[src/logic/lpm_defs.vh]
// constants for the low power mode controller
`ifndef LPM_DEFS_VH
`define LPM_DEFS_VH
// ==========================================
// register byte addresses
`define LPM_ADDR_STOP_CTRL   8'h38
`define LPM_ADDR_CLK_CTRL    8'h3C
`define LPM_ADDR_STATUS      8'h40
`define LPM_ADDR_TB_CTRL     8'h44
// ==========================================
// stop_mode_control fields
`define LPM_STOP_BIT         7
`define LPM_RELEASE_METHOD_BIT         6
`define LPM_POST_STOP_RETURN_MODE_BIT         5
`define LPM_HOLD_BIT         4
`define LPM_WUT_HI           3
`define LPM_WUT_LO           2
`define LPM_STOP_CTRL_RST    8'h00
// clock_source_control fields
`define LPM_XEN_BIT          7
`define LPM_XTEN_BIT         6
`define LPM_SYSCK_BIT        5
`define LPM_HALT_BIT         2
`define LPM_CLK_CTRL_RST     8'h80
// timebase control fields
`define LPM_TBEN_BIT         0
`define LPM_TBIE_BIT         1
`define LPM_IME_BIT          2
// ==========================================
// warm-up counts, normal return (fc cycles)
`define LPM_WU_N0            32'd196608
`define LPM_WU_N1            32'd65536
`define LPM_WU_N2            32'd49152
`define LPM_WU_N3            32'd16384
// warm-up counts, slow return (fs cycles)
`define LPM_WU_S0            32'd24576
`define LPM_WU_S1            32'd8192
`define LPM_WU_S2            32'd192
`define LPM_WU_S3            32'd64
// machine cycle length in source clock periods
`define LPM_MCYC_PERIODS     3'd4
`endif

[src/logic/lpm_mode_ctrl.v]
// low power mode controller with ahb-lite register slave
// Notes on behaviour
// - halt bit in slow1 enters sleep0
// - sleep0 gates peripherals, resumes on tick fall
// - sleep0 exit restarts cpu in slow1
// - sleep0 independent of timebase enable
// - timebase irq needs all three enables
// - timebase enabled sleep0 sets irq latch
// - stop halts oscillators, holds state
// - stop bit one enters stop mode
// - release method: 0 edge, 1 level
// - resume after warm-up at next instruction
// - return mode: 0 normal, 1 slow1
// - reset pin release returns normal1
// - hold bit 0 floats ports in stop
// - hold bit 0 forces port inputs zero
// - stop pin port floats in stop
// - two-bit field selects warm-up count
// - stop control bits 1:0 undefined
// - slow cpu cycle four fs periods
// - normal cpu cycle four fc periods
// - halt bit cleared on sleep0 release
// - level release: pin high or key
// - edge release: stop pin rising edge
`timescale 1ns/1ps
`include "lpm_defs.vh"

module lpm_mode_ctrl #(
   parameter PORT_W = 8,
   parameter CNT_W  = 18
) (
   input  wire              clk,
   input  wire              rst_n,
   input  wire [31:0]       haddr,
   input  wire [1:0]        htrans,
   input  wire              hwrite,
   input  wire [2:0]        hsize,
   input  wire [31:0]       hwdata,
   input  wire              hsel,
   input  wire              hready,
   output reg  [31:0]       hrdata,
   output wire              hreadyout,
   output wire              hresp,
   input  wire              fc_tick,
   input  wire              fs_tick,
   input  wire              tb_src_clk,
   input  wire              stop_pin,
   input  wire              key_wakeup,
   input  wire              reset_pin_release,
   input  wire [PORT_W-1:0] port_out,
   input  wire [PORT_W-1:0] port_in,
   output reg  [PORT_W-1:0] port_pin_out,
   output reg  [PORT_W-1:0] port_pin_oe,
   output reg  [PORT_W-1:0] port_in_core,
   output reg               stop_port_oe,
   output reg               cpu_run,
   output reg               periph_clk_en,
   output reg               osc_high_en,
   output reg               osc_low_en,
   output reg               cpu_cycle_tick,
   output reg               timebase_interrupt,
   output reg               timebase_irq_take
);

   // mode codes
   localparam M_NORMAL1 = 3'd0;
   localparam M_NORMAL2 = 3'd1;
   localparam M_SLOW2   = 3'd2;
   localparam M_SLOW1   = 3'd3;
   localparam M_SLEEP0  = 3'd4;
   localparam M_STOP    = 3'd5;
   localparam M_WARMUP  = 3'd6;

   // warm-up length from field and return mode
   function [CNT_W-1:0] wu_count;
      input [1:0] sel;
      input       slow;
      reg   [31:0] v;
      begin
         case ({slow, sel})
            3'b000:  v = `LPM_WU_N0;
            3'b001:  v = `LPM_WU_N1;
            3'b010:  v = `LPM_WU_N2;
            3'b011:  v = `LPM_WU_N3;
            3'b100:  v = `LPM_WU_S0;
            3'b101:  v = `LPM_WU_S1;
            3'b110:  v = `LPM_WU_S2;
            default: v = `LPM_WU_S3;
         endcase
         wu_count = v[CNT_W-1:0];
      end
   endfunction

   reg  [7:0]       stop_mode_control;
   reg  [7:0]       clock_source_control;
   reg  [2:0]       tb_ctrl;
   reg  [2:0]       mode;
   reg  [CNT_W-1:0] wu_cnt;
   reg              wu_slow;
   reg              sleep_tb_armed;
   reg              tb_src_q;
   reg              stop_pin_q;
   reg              level_armed;
   reg  [1:0]       mcyc_cnt;
   reg              a_wr;
   reg              a_rd;
   reg  [7:0]       a_addr;

   wire release_method        = stop_mode_control[`LPM_RELEASE_METHOD_BIT];
   wire post_stop_return_mode = stop_mode_control[`LPM_POST_STOP_RETURN_MODE_BIT];
   wire port_hold_in_stop     = stop_mode_control[`LPM_HOLD_BIT];
   wire [1:0] warmup_select   = stop_mode_control[`LPM_WUT_HI:`LPM_WUT_LO];
   wire peripheral_clock_halt = clock_source_control[`LPM_HALT_BIT];
   wire timebase_enable       = tb_ctrl[`LPM_TBEN_BIT];
   wire timebase_irq_enable   = tb_ctrl[`LPM_TBIE_BIT];
   wire interrupt_master_en   = tb_ctrl[`LPM_IME_BIT];
   wire tb_fall               = tb_src_q & ~tb_src_clk;
   wire pin_rise              = stop_pin & ~stop_pin_q;
   wire is_slow               = (mode == M_SLOW1) || (mode == M_SLOW2);
   wire src_tick              = wu_slow ? fs_tick : fc_tick;
   wire cyc_src               = is_slow ? fs_tick : fc_tick;
   wire bus_go                = hsel & hready & htrans[1];
   wire stop_req              = a_wr & (a_addr == `LPM_ADDR_STOP_CTRL) & hwdata[`LPM_STOP_BIT];
   wire halt_req              = a_wr & (a_addr == `LPM_ADDR_CLK_CTRL) & hwdata[`LPM_HALT_BIT];
   wire lvl_rel               = stop_pin | key_wakeup;
   wire do_release            = release_method ? (lvl_rel & level_armed) : pin_rise;

   assign hreadyout = 1'b1;
   assign hresp     = 1'b0;

   // ==========================================
   // bus address phase capture
   always @(posedge clk) begin
      if (!rst_n) begin
         a_wr   <= 1'b0;
         a_rd   <= 1'b0;
         a_addr <= 8'h00;
      end else begin
         a_wr   <= bus_go & hwrite;
         a_rd   <= bus_go & ~hwrite;
         a_addr <= haddr[7:0];
      end
   end

   // read data mux, registered at address phase
   always @(posedge clk) begin
      if (!rst_n) begin
         hrdata <= 32'h0000_0000;
      end else if (bus_go & ~hwrite) begin
         case (haddr[7:0])
            `LPM_ADDR_STOP_CTRL: hrdata <= {24'h000000, stop_mode_control[7:2], 2'b00};
            `LPM_ADDR_CLK_CTRL:  hrdata <= {24'h000000, clock_source_control[7:4], 1'b0,
                                           clock_source_control[2], 2'b00};
            `LPM_ADDR_STATUS:    hrdata <= {24'h000000, timebase_interrupt, 4'h0, mode};
            `LPM_ADDR_TB_CTRL:   hrdata <= {29'h00000000, tb_ctrl};
            default:             hrdata <= 32'h0000_0000;
         endcase
      end
   end

   // ==========================================
   // edge detect sampling
   always @(posedge clk) begin
      if (!rst_n) begin
         tb_src_q   <= 1'b0;
         stop_pin_q <= 1'b0;
      end else begin
         tb_src_q   <= tb_src_clk;
         stop_pin_q <= stop_pin;
      end
   end

   // ==========================================
   // mode sequencer and control registers
   always @(posedge clk) begin
      if (!rst_n) begin
         stop_mode_control    <= `LPM_STOP_CTRL_RST;
         clock_source_control <= `LPM_CLK_CTRL_RST;
         tb_ctrl              <= 3'b000;
         mode                 <= M_NORMAL1;
         wu_cnt               <= {CNT_W{1'b0}};
         wu_slow              <= 1'b0;
         sleep_tb_armed       <= 1'b0;
         level_armed          <= 1'b0;
         timebase_interrupt   <= 1'b0;
      end else begin
         if (a_wr && a_addr == `LPM_ADDR_STOP_CTRL)
            stop_mode_control[7:2] <= {1'b0, hwdata[6:2]};
         if (a_wr && a_addr == `LPM_ADDR_CLK_CTRL)
            clock_source_control <= {hwdata[7:4], 1'b0, hwdata[2] & is_slow, 2'b00};
         if (a_wr && a_addr == `LPM_ADDR_TB_CTRL)
            tb_ctrl <= hwdata[2:0];
         // timebase latch clear by writing status bit 7
         if (a_wr && a_addr == `LPM_ADDR_STATUS && hwdata[7])
            timebase_interrupt <= 1'b0;
         if (a_wr && a_addr == `LPM_ADDR_CLK_CTRL && mode != M_STOP && mode != M_WARMUP)
            mode <= hwdata[`LPM_SYSCK_BIT] ? (hwdata[`LPM_XEN_BIT] ? M_SLOW2 : M_SLOW1)
                                           : (hwdata[`LPM_XTEN_BIT] ? M_NORMAL2 : M_NORMAL1);
         // level mode arms only once pin and key seen low
         if (!release_method || !lvl_rel)
            level_armed <= release_method;
         case (mode)
            M_SLEEP0: begin
               if (tb_fall) begin
                  mode <= M_SLOW1;
                  clock_source_control[`LPM_HALT_BIT] <= 1'b0;
                  if (sleep_tb_armed)
                     timebase_interrupt <= 1'b1;
               end
            end
            M_STOP: begin
               if (reset_pin_release) begin
                  wu_slow <= 1'b0;
                  wu_cnt  <= wu_count(warmup_select, 1'b0);
                  stop_mode_control[`LPM_POST_STOP_RETURN_MODE_BIT] <= 1'b0;
                  mode    <= M_WARMUP;
               end else if (do_release) begin
                  wu_cnt  <= wu_count(warmup_select, post_stop_return_mode);
                  wu_slow <= post_stop_return_mode;
                  mode    <= M_WARMUP;
               end
            end
            M_WARMUP: begin
               if (src_tick) begin
                  if (wu_cnt <= {{(CNT_W-1){1'b0}}, 1'b1}) begin
                     mode <= wu_slow ? M_SLOW1 : M_NORMAL1;
                     stop_mode_control[`LPM_STOP_BIT] <= 1'b0;
                  end else begin
                     wu_cnt <= wu_cnt - {{(CNT_W-1){1'b0}}, 1'b1};
                  end
               end
            end
            default: begin
               if (stop_req) begin
                  stop_mode_control[`LPM_STOP_BIT] <= 1'b1;
                  mode <= M_STOP;
               end else if (halt_req && mode == M_SLOW1) begin
                  sleep_tb_armed <= timebase_enable;
                  mode           <= M_SLEEP0;
               end
            end
         endcase
      end
   end

   // ==========================================
   // machine cycle divider
   always @(posedge clk) begin
      if (!rst_n) begin
         mcyc_cnt       <= 2'd0;
         cpu_cycle_tick <= 1'b0;
      end else begin
         cpu_cycle_tick <= 1'b0;
         if (cpu_run && cyc_src) begin
            mcyc_cnt <= mcyc_cnt + 2'd1;
            if (mcyc_cnt == 2'd3)
               cpu_cycle_tick <= 1'b1;
         end
      end
   end

   // ==========================================
   // clock gates, pins and interrupt take
   always @(posedge clk) begin
      if (!rst_n) begin
         cpu_run           <= 1'b1;
         periph_clk_en     <= 1'b1;
         osc_high_en       <= 1'b1;
         osc_low_en        <= 1'b0;
         port_pin_out      <= {PORT_W{1'b0}};
         port_pin_oe       <= {PORT_W{1'b0}};
         port_in_core      <= {PORT_W{1'b0}};
         stop_port_oe      <= 1'b0;
         timebase_irq_take <= 1'b0;
      end else begin
         // cpu and peripherals stop in sleep0
         cpu_run       <= (mode != M_SLEEP0) && (mode != M_STOP) && (mode != M_WARMUP);
         periph_clk_en <= (mode != M_SLEEP0) && (mode != M_STOP) && (mode != M_WARMUP);
         osc_high_en   <= (mode == M_NORMAL1) || (mode == M_NORMAL2) || (mode == M_SLOW2)
                          || (mode == M_WARMUP && !wu_slow);
         osc_low_en    <= (mode != M_NORMAL1) && (mode != M_STOP);
         port_pin_out  <= port_out;
         port_pin_oe   <= (mode == M_STOP && !port_hold_in_stop) ? {PORT_W{1'b0}} : {PORT_W{1'b1}};
         port_in_core  <= (mode == M_STOP && !port_hold_in_stop) ? {PORT_W{1'b0}} : port_in;
         stop_port_oe  <= 1'b0;
         timebase_irq_take <= timebase_interrupt & interrupt_master_en & timebase_irq_enable
                              & timebase_enable & cpu_run;
      end
   end

endmodule // lpm_mode_ctrl

[config.mk]
export PLATFORM = sky130hd
export DESIGN_NAME = lpm_mode_ctrl
export DESIGN_NICKNAME = d
export VERILOG_FILES = /design/src/logic/lpm_mode_ctrl.v
export VERILOG_INCLUDE_DIRS = /design/src /design/src/logic
export SDC_FILE = /design/constraint.sdc
export NUM_CORES = 1
export LEC_CHECK = 0
export BUFFER_PORTS_ARGS = -buffer_cell sky130_fd_sc_hd__buf_2
export CAP_MARGIN = 10
export CORE_MARGIN = 5
export CORE_UTILIZATION = 35
export CTS_BUF_LIST = sky130_fd_sc_hd__clkbuf_8 sky130_fd_sc_hd__clkbuf_16
export CTS_CLUSTER_SIZE = 14
export DETAILED_ROUTE_END_ITERATION = 12
export PLACE_DENSITY = 0.59
export REMOVE_ABC_BUFFERS = 1
export SLEW_MARGIN = 10
export SYNTH_ARGS = -nofsm -noshare
export SYNTH_HDL_FRONTEND = slang
export SYNTH_SLANG_ARGS = --single-unit
[constraint.sdc]
create_clock -name clk -period 2.95 [get_ports clk]
set_clock_uncertainty 0.15 [all_clocks]
set_input_delay 0.295 -clock clk [delete_from_list [all_inputs] [get_ports clk]]
set_output_delay 0.295 -clock clk [all_outputs]
set_load 0.005 [all_outputs]
==> results of run 1 <==
## logic make-up (layout without fill, tap and decap cells)
| logic type | after synthesis | after routing | synth area share, % |
|---|---|---|---|
| AO/OA/AOI/OAI | 103 | 103 | 17.8 |
| XOR/XNOR | 1 | 1 | 0.219 |
| adder cells (fa/ha/maj) | 3 | 3 | 0.939 |
| buffers and inverters | 66 | 120 | 10.2 |
| flip-flops | 82 | 82 | 41.1 |
| multiplexers | 18 | 18 | 4.60 |
| other | 2 | 27 | 0.188 |
| AND/OR/NAND/NOR | 167 | 167 | 25.0 |
## worst paths after layout
path | startpoint | to | slack [ns] | cells past startpoint
worst min register to register | tb_ctrl[2]$_SDFFE_PN0P_ | timebase_irq_take$_SDFF_PN0_ | 0.30 | 2
worst min-delay path | port_out[2] | port_pin_out[2]$_SDFF_PN0_ | 0.01 | 2
worst max-delay path | wu_cnt[0]$_SDFFE_PN0P_ | wu_cnt[9]$_SDFFE_PN0P_ | 0.40 | 8
worst max register to register | wu_cnt[0]$_SDFFE_PN0P_ | wu_cnt[9]$_SDFFE_PN0P_ | 0.40 | 8
## cells in the mapped netlist (all sizes together), types with 3 or more instances
master,n
clkbuf,21
nor2b,18
nand2b,6
o21a,4
nand3,7
and2,34
o21ai,26
nor2,11
a31oi,5
or2,7
mux2,3
a211oi,6
mux2i,15
buf,38
ha,3
a21oi,19
nand2,26
or4,8
a21boi,12
o211a,3
nor4b,4
a22oi,6
or3,15
o31ai,4
nor3,10
inv,7
nand4b,4
dfxtp,82
nand3b,3
o211ai,3
and4b,3
## power groups by stage
stage	clock [µW]	sequential, µW	combinational, µW
after floorplan	0	1170	49.0
after global placement	0	1170	126
after detailed placement	0	1170	128
after CTS	1150	1140	137
after global routing	1190	1140	153
final	1120	1140	137
## stage by stage
step,setup WS [ns],std cells
after global placement,0.462,640
after global routing,0.252,664
after floorplan,0.205,408
final,0.399,664
after detailed placement,0.449,640
after CTS,0.378,664
## final cells by class
cell class / instances / area share [%]
multi-input combinational: 319 / 43.1
sequential: 82 / 34.6
timing repair buffer: 97 / 11.7
clock buffer: 10 / 5.04
tap: 143 / 3.77
clock inverter: 6 / 1.21
inverter: 7 / 0.554
## sequential cells by signal, summed over array words and instances, names as in the netlist, 2 cells and up, named ones only
name / flops
hrdata: 8
a_addr: 8
mcyc_cnt: 2
tb_ctrl: 3
mode: 3
stop_mode_control: 5
port_in_core: 8
clock_source_control: 5
port_pin_out: 8
wu_cnt: 18
## metal layers
layer  wire length (µm)  vias to the layer above
met2               4490                       97
met3                557                       13
li1                   -                     1663
met4                138                        0
met1               4160                     1536
met5                  0                        -
==> summary.md, run 1 <==
| Metric | Value |
|---|---|
| Logic pwr share | 5.7% |
| CP Max Fanout | 36 |
| Critical Path RT | 3.05 ns |
| RD Place Congestion | 0.815 |
| Io pins | 162 |
| Final design area excluding fillers | 0.00474 mm² |
| N_diodes | 0 |
| Vias in the first global route | 2,979 |
| Die Ht | 117 µm |
| First-pass GRT wire length | 14,700 µm |
| Routed Antenna Nets | 0 |
| Mapped Cells | 442 |
| Ys async rst share | 0% |
| Port-buffer cells | 82 |
| Family with the most delay on the worst path | simple AND/OR/NAND/NOR gates |
| Sequential standard cell area | 0.00164 mm² |
| P per Cell Area | 505 mW/mm² |
| Avg WL per Cell | 14.1 µm |
| Seq pwr share | 47.7% |
| Slowest cell delay on critical path | 0.46 ns |
| Crit path buf inv count | 2 |
| Starting Density | 35.3% |
| TritonCTS Sinks | 82 |
| Layer with the highest usage | met2 |
| Cell area after placement | 0.00436 mm² |
| Drc violations | 0 |
| Setup TNS | 0 ns |
| Slowest-stage cell, CP | or4_1 |
| Clk pwr share | 46.6% |
| Die X | 117 µm |
| Cts repair resizes | 0 |
| CTS tree | yes |
| Most frequent cells in the layout | dfxtp_1, buf_2, and2_1, conb_1, nand2_1 |
| Final nets | 615 |
| Pre-antenna DRT Iters | 4 |
| Setup-failing EPs final | 0 |
| FP Rows | 39 |
| Maxcap violations | 0 |
| Lkg Pwr | 0.00203 µW |
| Status | complete, no violations |
| Final cycle utilization of the critical path | 86.5% |
| Worst path arrival time | 2.65 ns |
| Total CTS buffers | 9 |
| DPL Wire Length | 6620 µm |
| Primary FF master, synth | dfxtp_1 |
| Cell variety after synth | 61 |
| Clock buffer depth | 2 |
| GR Util met3 | 3.96% |
| Share of layout cells above drive strength 1 | 24.0% |
| Fill cells | 1,156 |
| RSZ-0062 raised after global routing | no |
| Total routed wirelength | 9340 µm |
| Yosys top cell area share | 41.1% |
| Vias/cell | 4.98 |
| Area of the multi-input gates | 0.00204 mm² |
| Antenna violations before repair | 0 |
| NetSw | 524 µW |
| Met2 Resource Use GR | 21.7% |
| Post-synth EDFFs | 0 |
| Post-CTS setup buffer count | 0 |
| GRT Resource Usage Total | 13.5% |
| Clock root buffer | clkbuf_16 |
| Top cells by area, synth | dfxtp_1, buf_4, and2_1 |
| Core footprint | 0.0113 mm² |
| Vias | 3,309 |
| Sequential element share of the synthesized area | 41.1% |
| Clock Latency Late Sink | 0.34 ns |
| Util after Layout | 41.9% |
| Mapped cell area | 0.00400 mm² |
| Worst-Margin Slew | 0.699 ns |
| Slew margin rel. | 53.0% |
| P&R area growth vs syn | 18.6% |
| Final Hold Violating Endpoints | 0 |
| Cell Int Power | 1870 µW |
| Endpoint class of the critical path | flip-flop |
| Number of synthesized register bits | 82 |
| H-tree depth | 3 |
| Slew Limit Fails | 0 |
| Worst Hold Slack | 0.0136 ns |
| Clock Pin Slew Worst Setup and Hold Paths | 0.06 ns |
| Warnings, synthesis | 0 |
| Grt total ovfl | 0 |
| Sw frac | 21.9% |
| Peak VDD IR | 0.308 mV |
| Fmax | 392 MHz |
| Post-layout min period | 2.55 ns |
| Largest area contributor in the netlist | dfxtp_1 |
| Critical path type | flip-flop to flip-flop |
| Global routing usage on met1 | 17.7% |
| CTS Hold Bufs | 8 |
| Total die area | 0.0137 mm² |
| Pin count of the biggest net entering global routing | 70 |
| Crit start category | flip-flop |
| Tot Pwr | 2400 µW |
| Syn Area/Cell | 9.04 µm² |
| DR iter-0 viols | 126 |
| Type of the worst min-delay path | primary input to flip-flop |
| Crit path cell chain | inv_1 -> ha_1 -> or2_2 -> a211oi_1 -> a211oi_4 -> buf_12 -> or4_1 -> a21oi_1 |
Power figures use the tool's default switching activity.
==> inputs of run 2 (changes only) <==
--- a/config.mk
+++ b/config.mk
@@ -9,11 +9,11 @@
 export BUFFER_PORTS_ARGS = -buffer_cell sky130_fd_sc_hd__buf_2
 export CAP_MARGIN = 10
 export CORE_MARGIN = 5
-export CORE_UTILIZATION = 35
+export CORE_UTILIZATION = 49
 export CTS_BUF_LIST = sky130_fd_sc_hd__clkbuf_8 sky130_fd_sc_hd__clkbuf_16
 export CTS_CLUSTER_SIZE = 14
 export DETAILED_ROUTE_END_ITERATION = 12
-export PLACE_DENSITY = 0.59
+export PLACE_DENSITY = 0.79
 export REMOVE_ABC_BUFFERS = 1
 export SLEW_MARGIN = 10
 export SYNTH_ARGS = -nofsm -noshare
==> summary.md, run 2 (synthesis gave the netlist of run 1 again) <==
| Metric | Value |
|---|---|
| TritonCTS Sinks | 82 (unchanged) |
| Worst path arrival time | 2.73 ns (+0.08 ns) |
| Critical path type | flip-flop to flip-flop |
| Io pins | 162 (unchanged) |
| Drc violations | 0 (unchanged) |
| Pre-antenna DRT Iters | 5 (+1) |
| Status | complete, no violations |
| Clock Latency Late Sink | 0.36 ns (+0.02 ns) |
| Setup-failing EPs final | 0 (unchanged) |
| DR iter-0 viols | 203 (+61%) |
| GRT Resource Usage Total | 18.0% (+4.5 points) |
| Worst Hold Slack | 0.0165 ns (+0.00286 ns) |
| Met2 Resource Use GR | 30.3% (+8.6 points) |
| Post-layout min period | 2.60 ns (+0.0471 ns) |
| Die X | 100 µm (-14%) |
| Share of layout cells above drive strength 1 | 23.5% (-0.51 points) |
| Fill cells | 726 (-37%) |
| Final cycle utilization of the critical path | 88.1% (+1.6 points) |
| CTS tree | yes |
| Layer with the highest usage | met2 |
| H-tree depth | 3 (unchanged) |
| Port-buffer cells | 82 (unchanged) |
| Fmax | 385 MHz (-1.8%) |
| P per Cell Area | 460 mW/mm² (-9.0%) |
| Logic pwr share | 6.7% (+1.0 points) |
| Setup TNS | 0 ns (unchanged) |
| Cts repair resizes | 0 (unchanged) |
| FP Rows | 33 (-15%) |
| Critical Path RT | 3.08 ns (+0.03 ns) |
| RSZ-0062 raised after global routing | no |
| Vias | 3,403 (+2.8%) |
| Clk pwr share | 40.3% (-6.3 points) |
| Slew Limit Fails | 0 (unchanged) |
| N_diodes | 0 (unchanged) |
| Final design area excluding fillers | 0.00468 mm² (-1.3%) |
| GR Util met3 | 5.21% (+1.3 points) |
| P&R area growth vs syn | 17.1% |
| Vias/cell | 5.38 (+7.9%) |
| Total die area | 0.0101 mm² (-26%) |
| Sw frac | 22.3% (+0.47 points) |
| Final Hold Violating Endpoints | 0 (unchanged) |
| Total CTS buffers | 9 (unchanged) |
| Maxcap violations | 0 (unchanged) |
| Seq pwr share | 53.0% (+5.3 points) |
| Top reg by flops | wu_cnt |
| CP Launch Point | wu_cnt[11]$_SDFFE_PN0P_ |
| Vias in the first global route | 3,169 (+6.4%) |
| Most frequent cells in the layout | dfxtp_1, buf_2, and2_1, conb_1, nand2_1 |
| Lkg Pwr | 0.00201 µW (-1.1%) |
| DPL Wire Length | 6500 µm (-1.8%) |
| Total routed wirelength | 9050 µm (-3.1%) |
| Crit start category | flip-flop |
| Grt total ovfl | 0 (unchanged) |
| Pin count of the biggest net entering global routing | 44 (-37%) |
| Clock Pin Slew Worst Setup and Hold Paths | 0.08 ns (+0.02 ns) |
| Tot Pwr | 2150 µW (-10%) |
| Starting Density | 49.4% (+14 points) |
| Antenna violations before repair | 0 (unchanged) |
| RD Place Congestion | 0.865 (+6.0%) |
| First-pass GRT wire length | 14,700 µm (+0.14%) |
| Die Ht | 100 µm (-14%) |
| Global routing usage on met1 | 21.9% (+4.1 points) |
| Largest register FFs | 18 (unchanged) |
| Endpoint class of the critical path | flip-flop |
| Util after Layout | 57.8% (+16 points) |
| Peak VDD IR | 0.319 mV (+3.6%) |
| Type of the worst min-delay path | primary input to flip-flop |
| Final nets | 624 (+1.5%) |
| Slew margin rel. | 52.3% (-0.77 points) |
| Clock root buffer | clkbuf_8 |
| CP Max Fanout | 23 (-36%) |
| Worst-Margin Slew | 0.710 ns (+0.0106 ns) |
| Cell Int Power | 1670 µW (-11%) |
| Cell area after placement | 0.00430 mm² (-1.4%) |
| Hold_sp | haddr[4] |
| Core footprint | 0.00809 mm² (-29%) |
| Routed Antenna Nets | 0 (unchanged) |
| Reg-to-reg critical path startpoint | wu_cnt[11]$_SDFFE_PN0P_ |
| NetSw | 481 µW (-8.2%) |
| Clock buffer depth | 2 (unchanged) |
| Avg WL per Cell | 14.3 µm (+1.6%) |
[run 2: cell count changes in the layout (fill, tap and decap cells not counted)]
cell           change
buf_12             -1
clkbuf_16          -9
buf_4              +1
dlygate4sd3_1      +9
bufinv_16          +1
inv_1              -1
clkbuf_8           +8
clkinv_2           -2
clkinvlp_4         +1
[run 2: power groups by stage]
stage	sequential [µW]	combinational [µW]	clock (µW)
3_5_place_dp	1170	126	0
6_report	1140	145	867
2_1_floorplan	1170	49.0	0
5_1_grt	1140	160	924
4_1_cts	1140	143	881
3_3_place_gp	1170	122	0
[run 2: layer usage]
metal	wire [µm]	vias up
met2	4450	133
li1	-	1674
met5	0	-
met3	694	13
met1	3790	1583
met4	125	0
[run 2: final timing paths]
kind | cells after the start | slack [ns] | end
min reg2reg | 2 | 0.31 | timebase_irq_take$_SDFF_PN0_
min | 2 | 0.02 | a_addr[4]$_SDFF_PN0_
max reg2reg | 6 | 0.35 | wu_cnt[13]$_SDFFE_PN0P_
max | 6 | 0.35 | wu_cnt[13]$_SDFFE_PN0P_
[run 2: critical path, cell delays in order (launching register included)]
cell and delay [ns]:
dfxtp_1 0.38, or4_4 0.57, or4_4 0.58, a211oi_4 0.27, buf_4 0.27, o21ai_0 0.14, a21boi_1 0.16
[run 2: repair_timing]
item	4_1_cts	5_1_grt
hold buffers	17	0
hold endpoints to repair	17	0
setup buffers	0	0
[run 2: area by class of cell]
cell class | count | area [µm²] | share of cell area (%)
clock inverter | 5 | 81.3 | 1.74
inverter | 7 | 26.3 | 0.561
timing repair buffer | 106 | 633 | 13.5
multi-input combinational | 319 | 2040 | 43.6
sequential | 82 | 1640 | 35.1
tap | 105 | 131 | 2.81
clock buffer | 9 | 124 | 2.65
[run 2: metrics by stage]
step | cells | worst slack, ns
floorplan | 408 | 0.205
global placement | 602 | 0.439
detailed placement | 602 | 0.383
CTS | 633 | 0.341
global route | 633 | 0.255
finish | 633 | 0.352
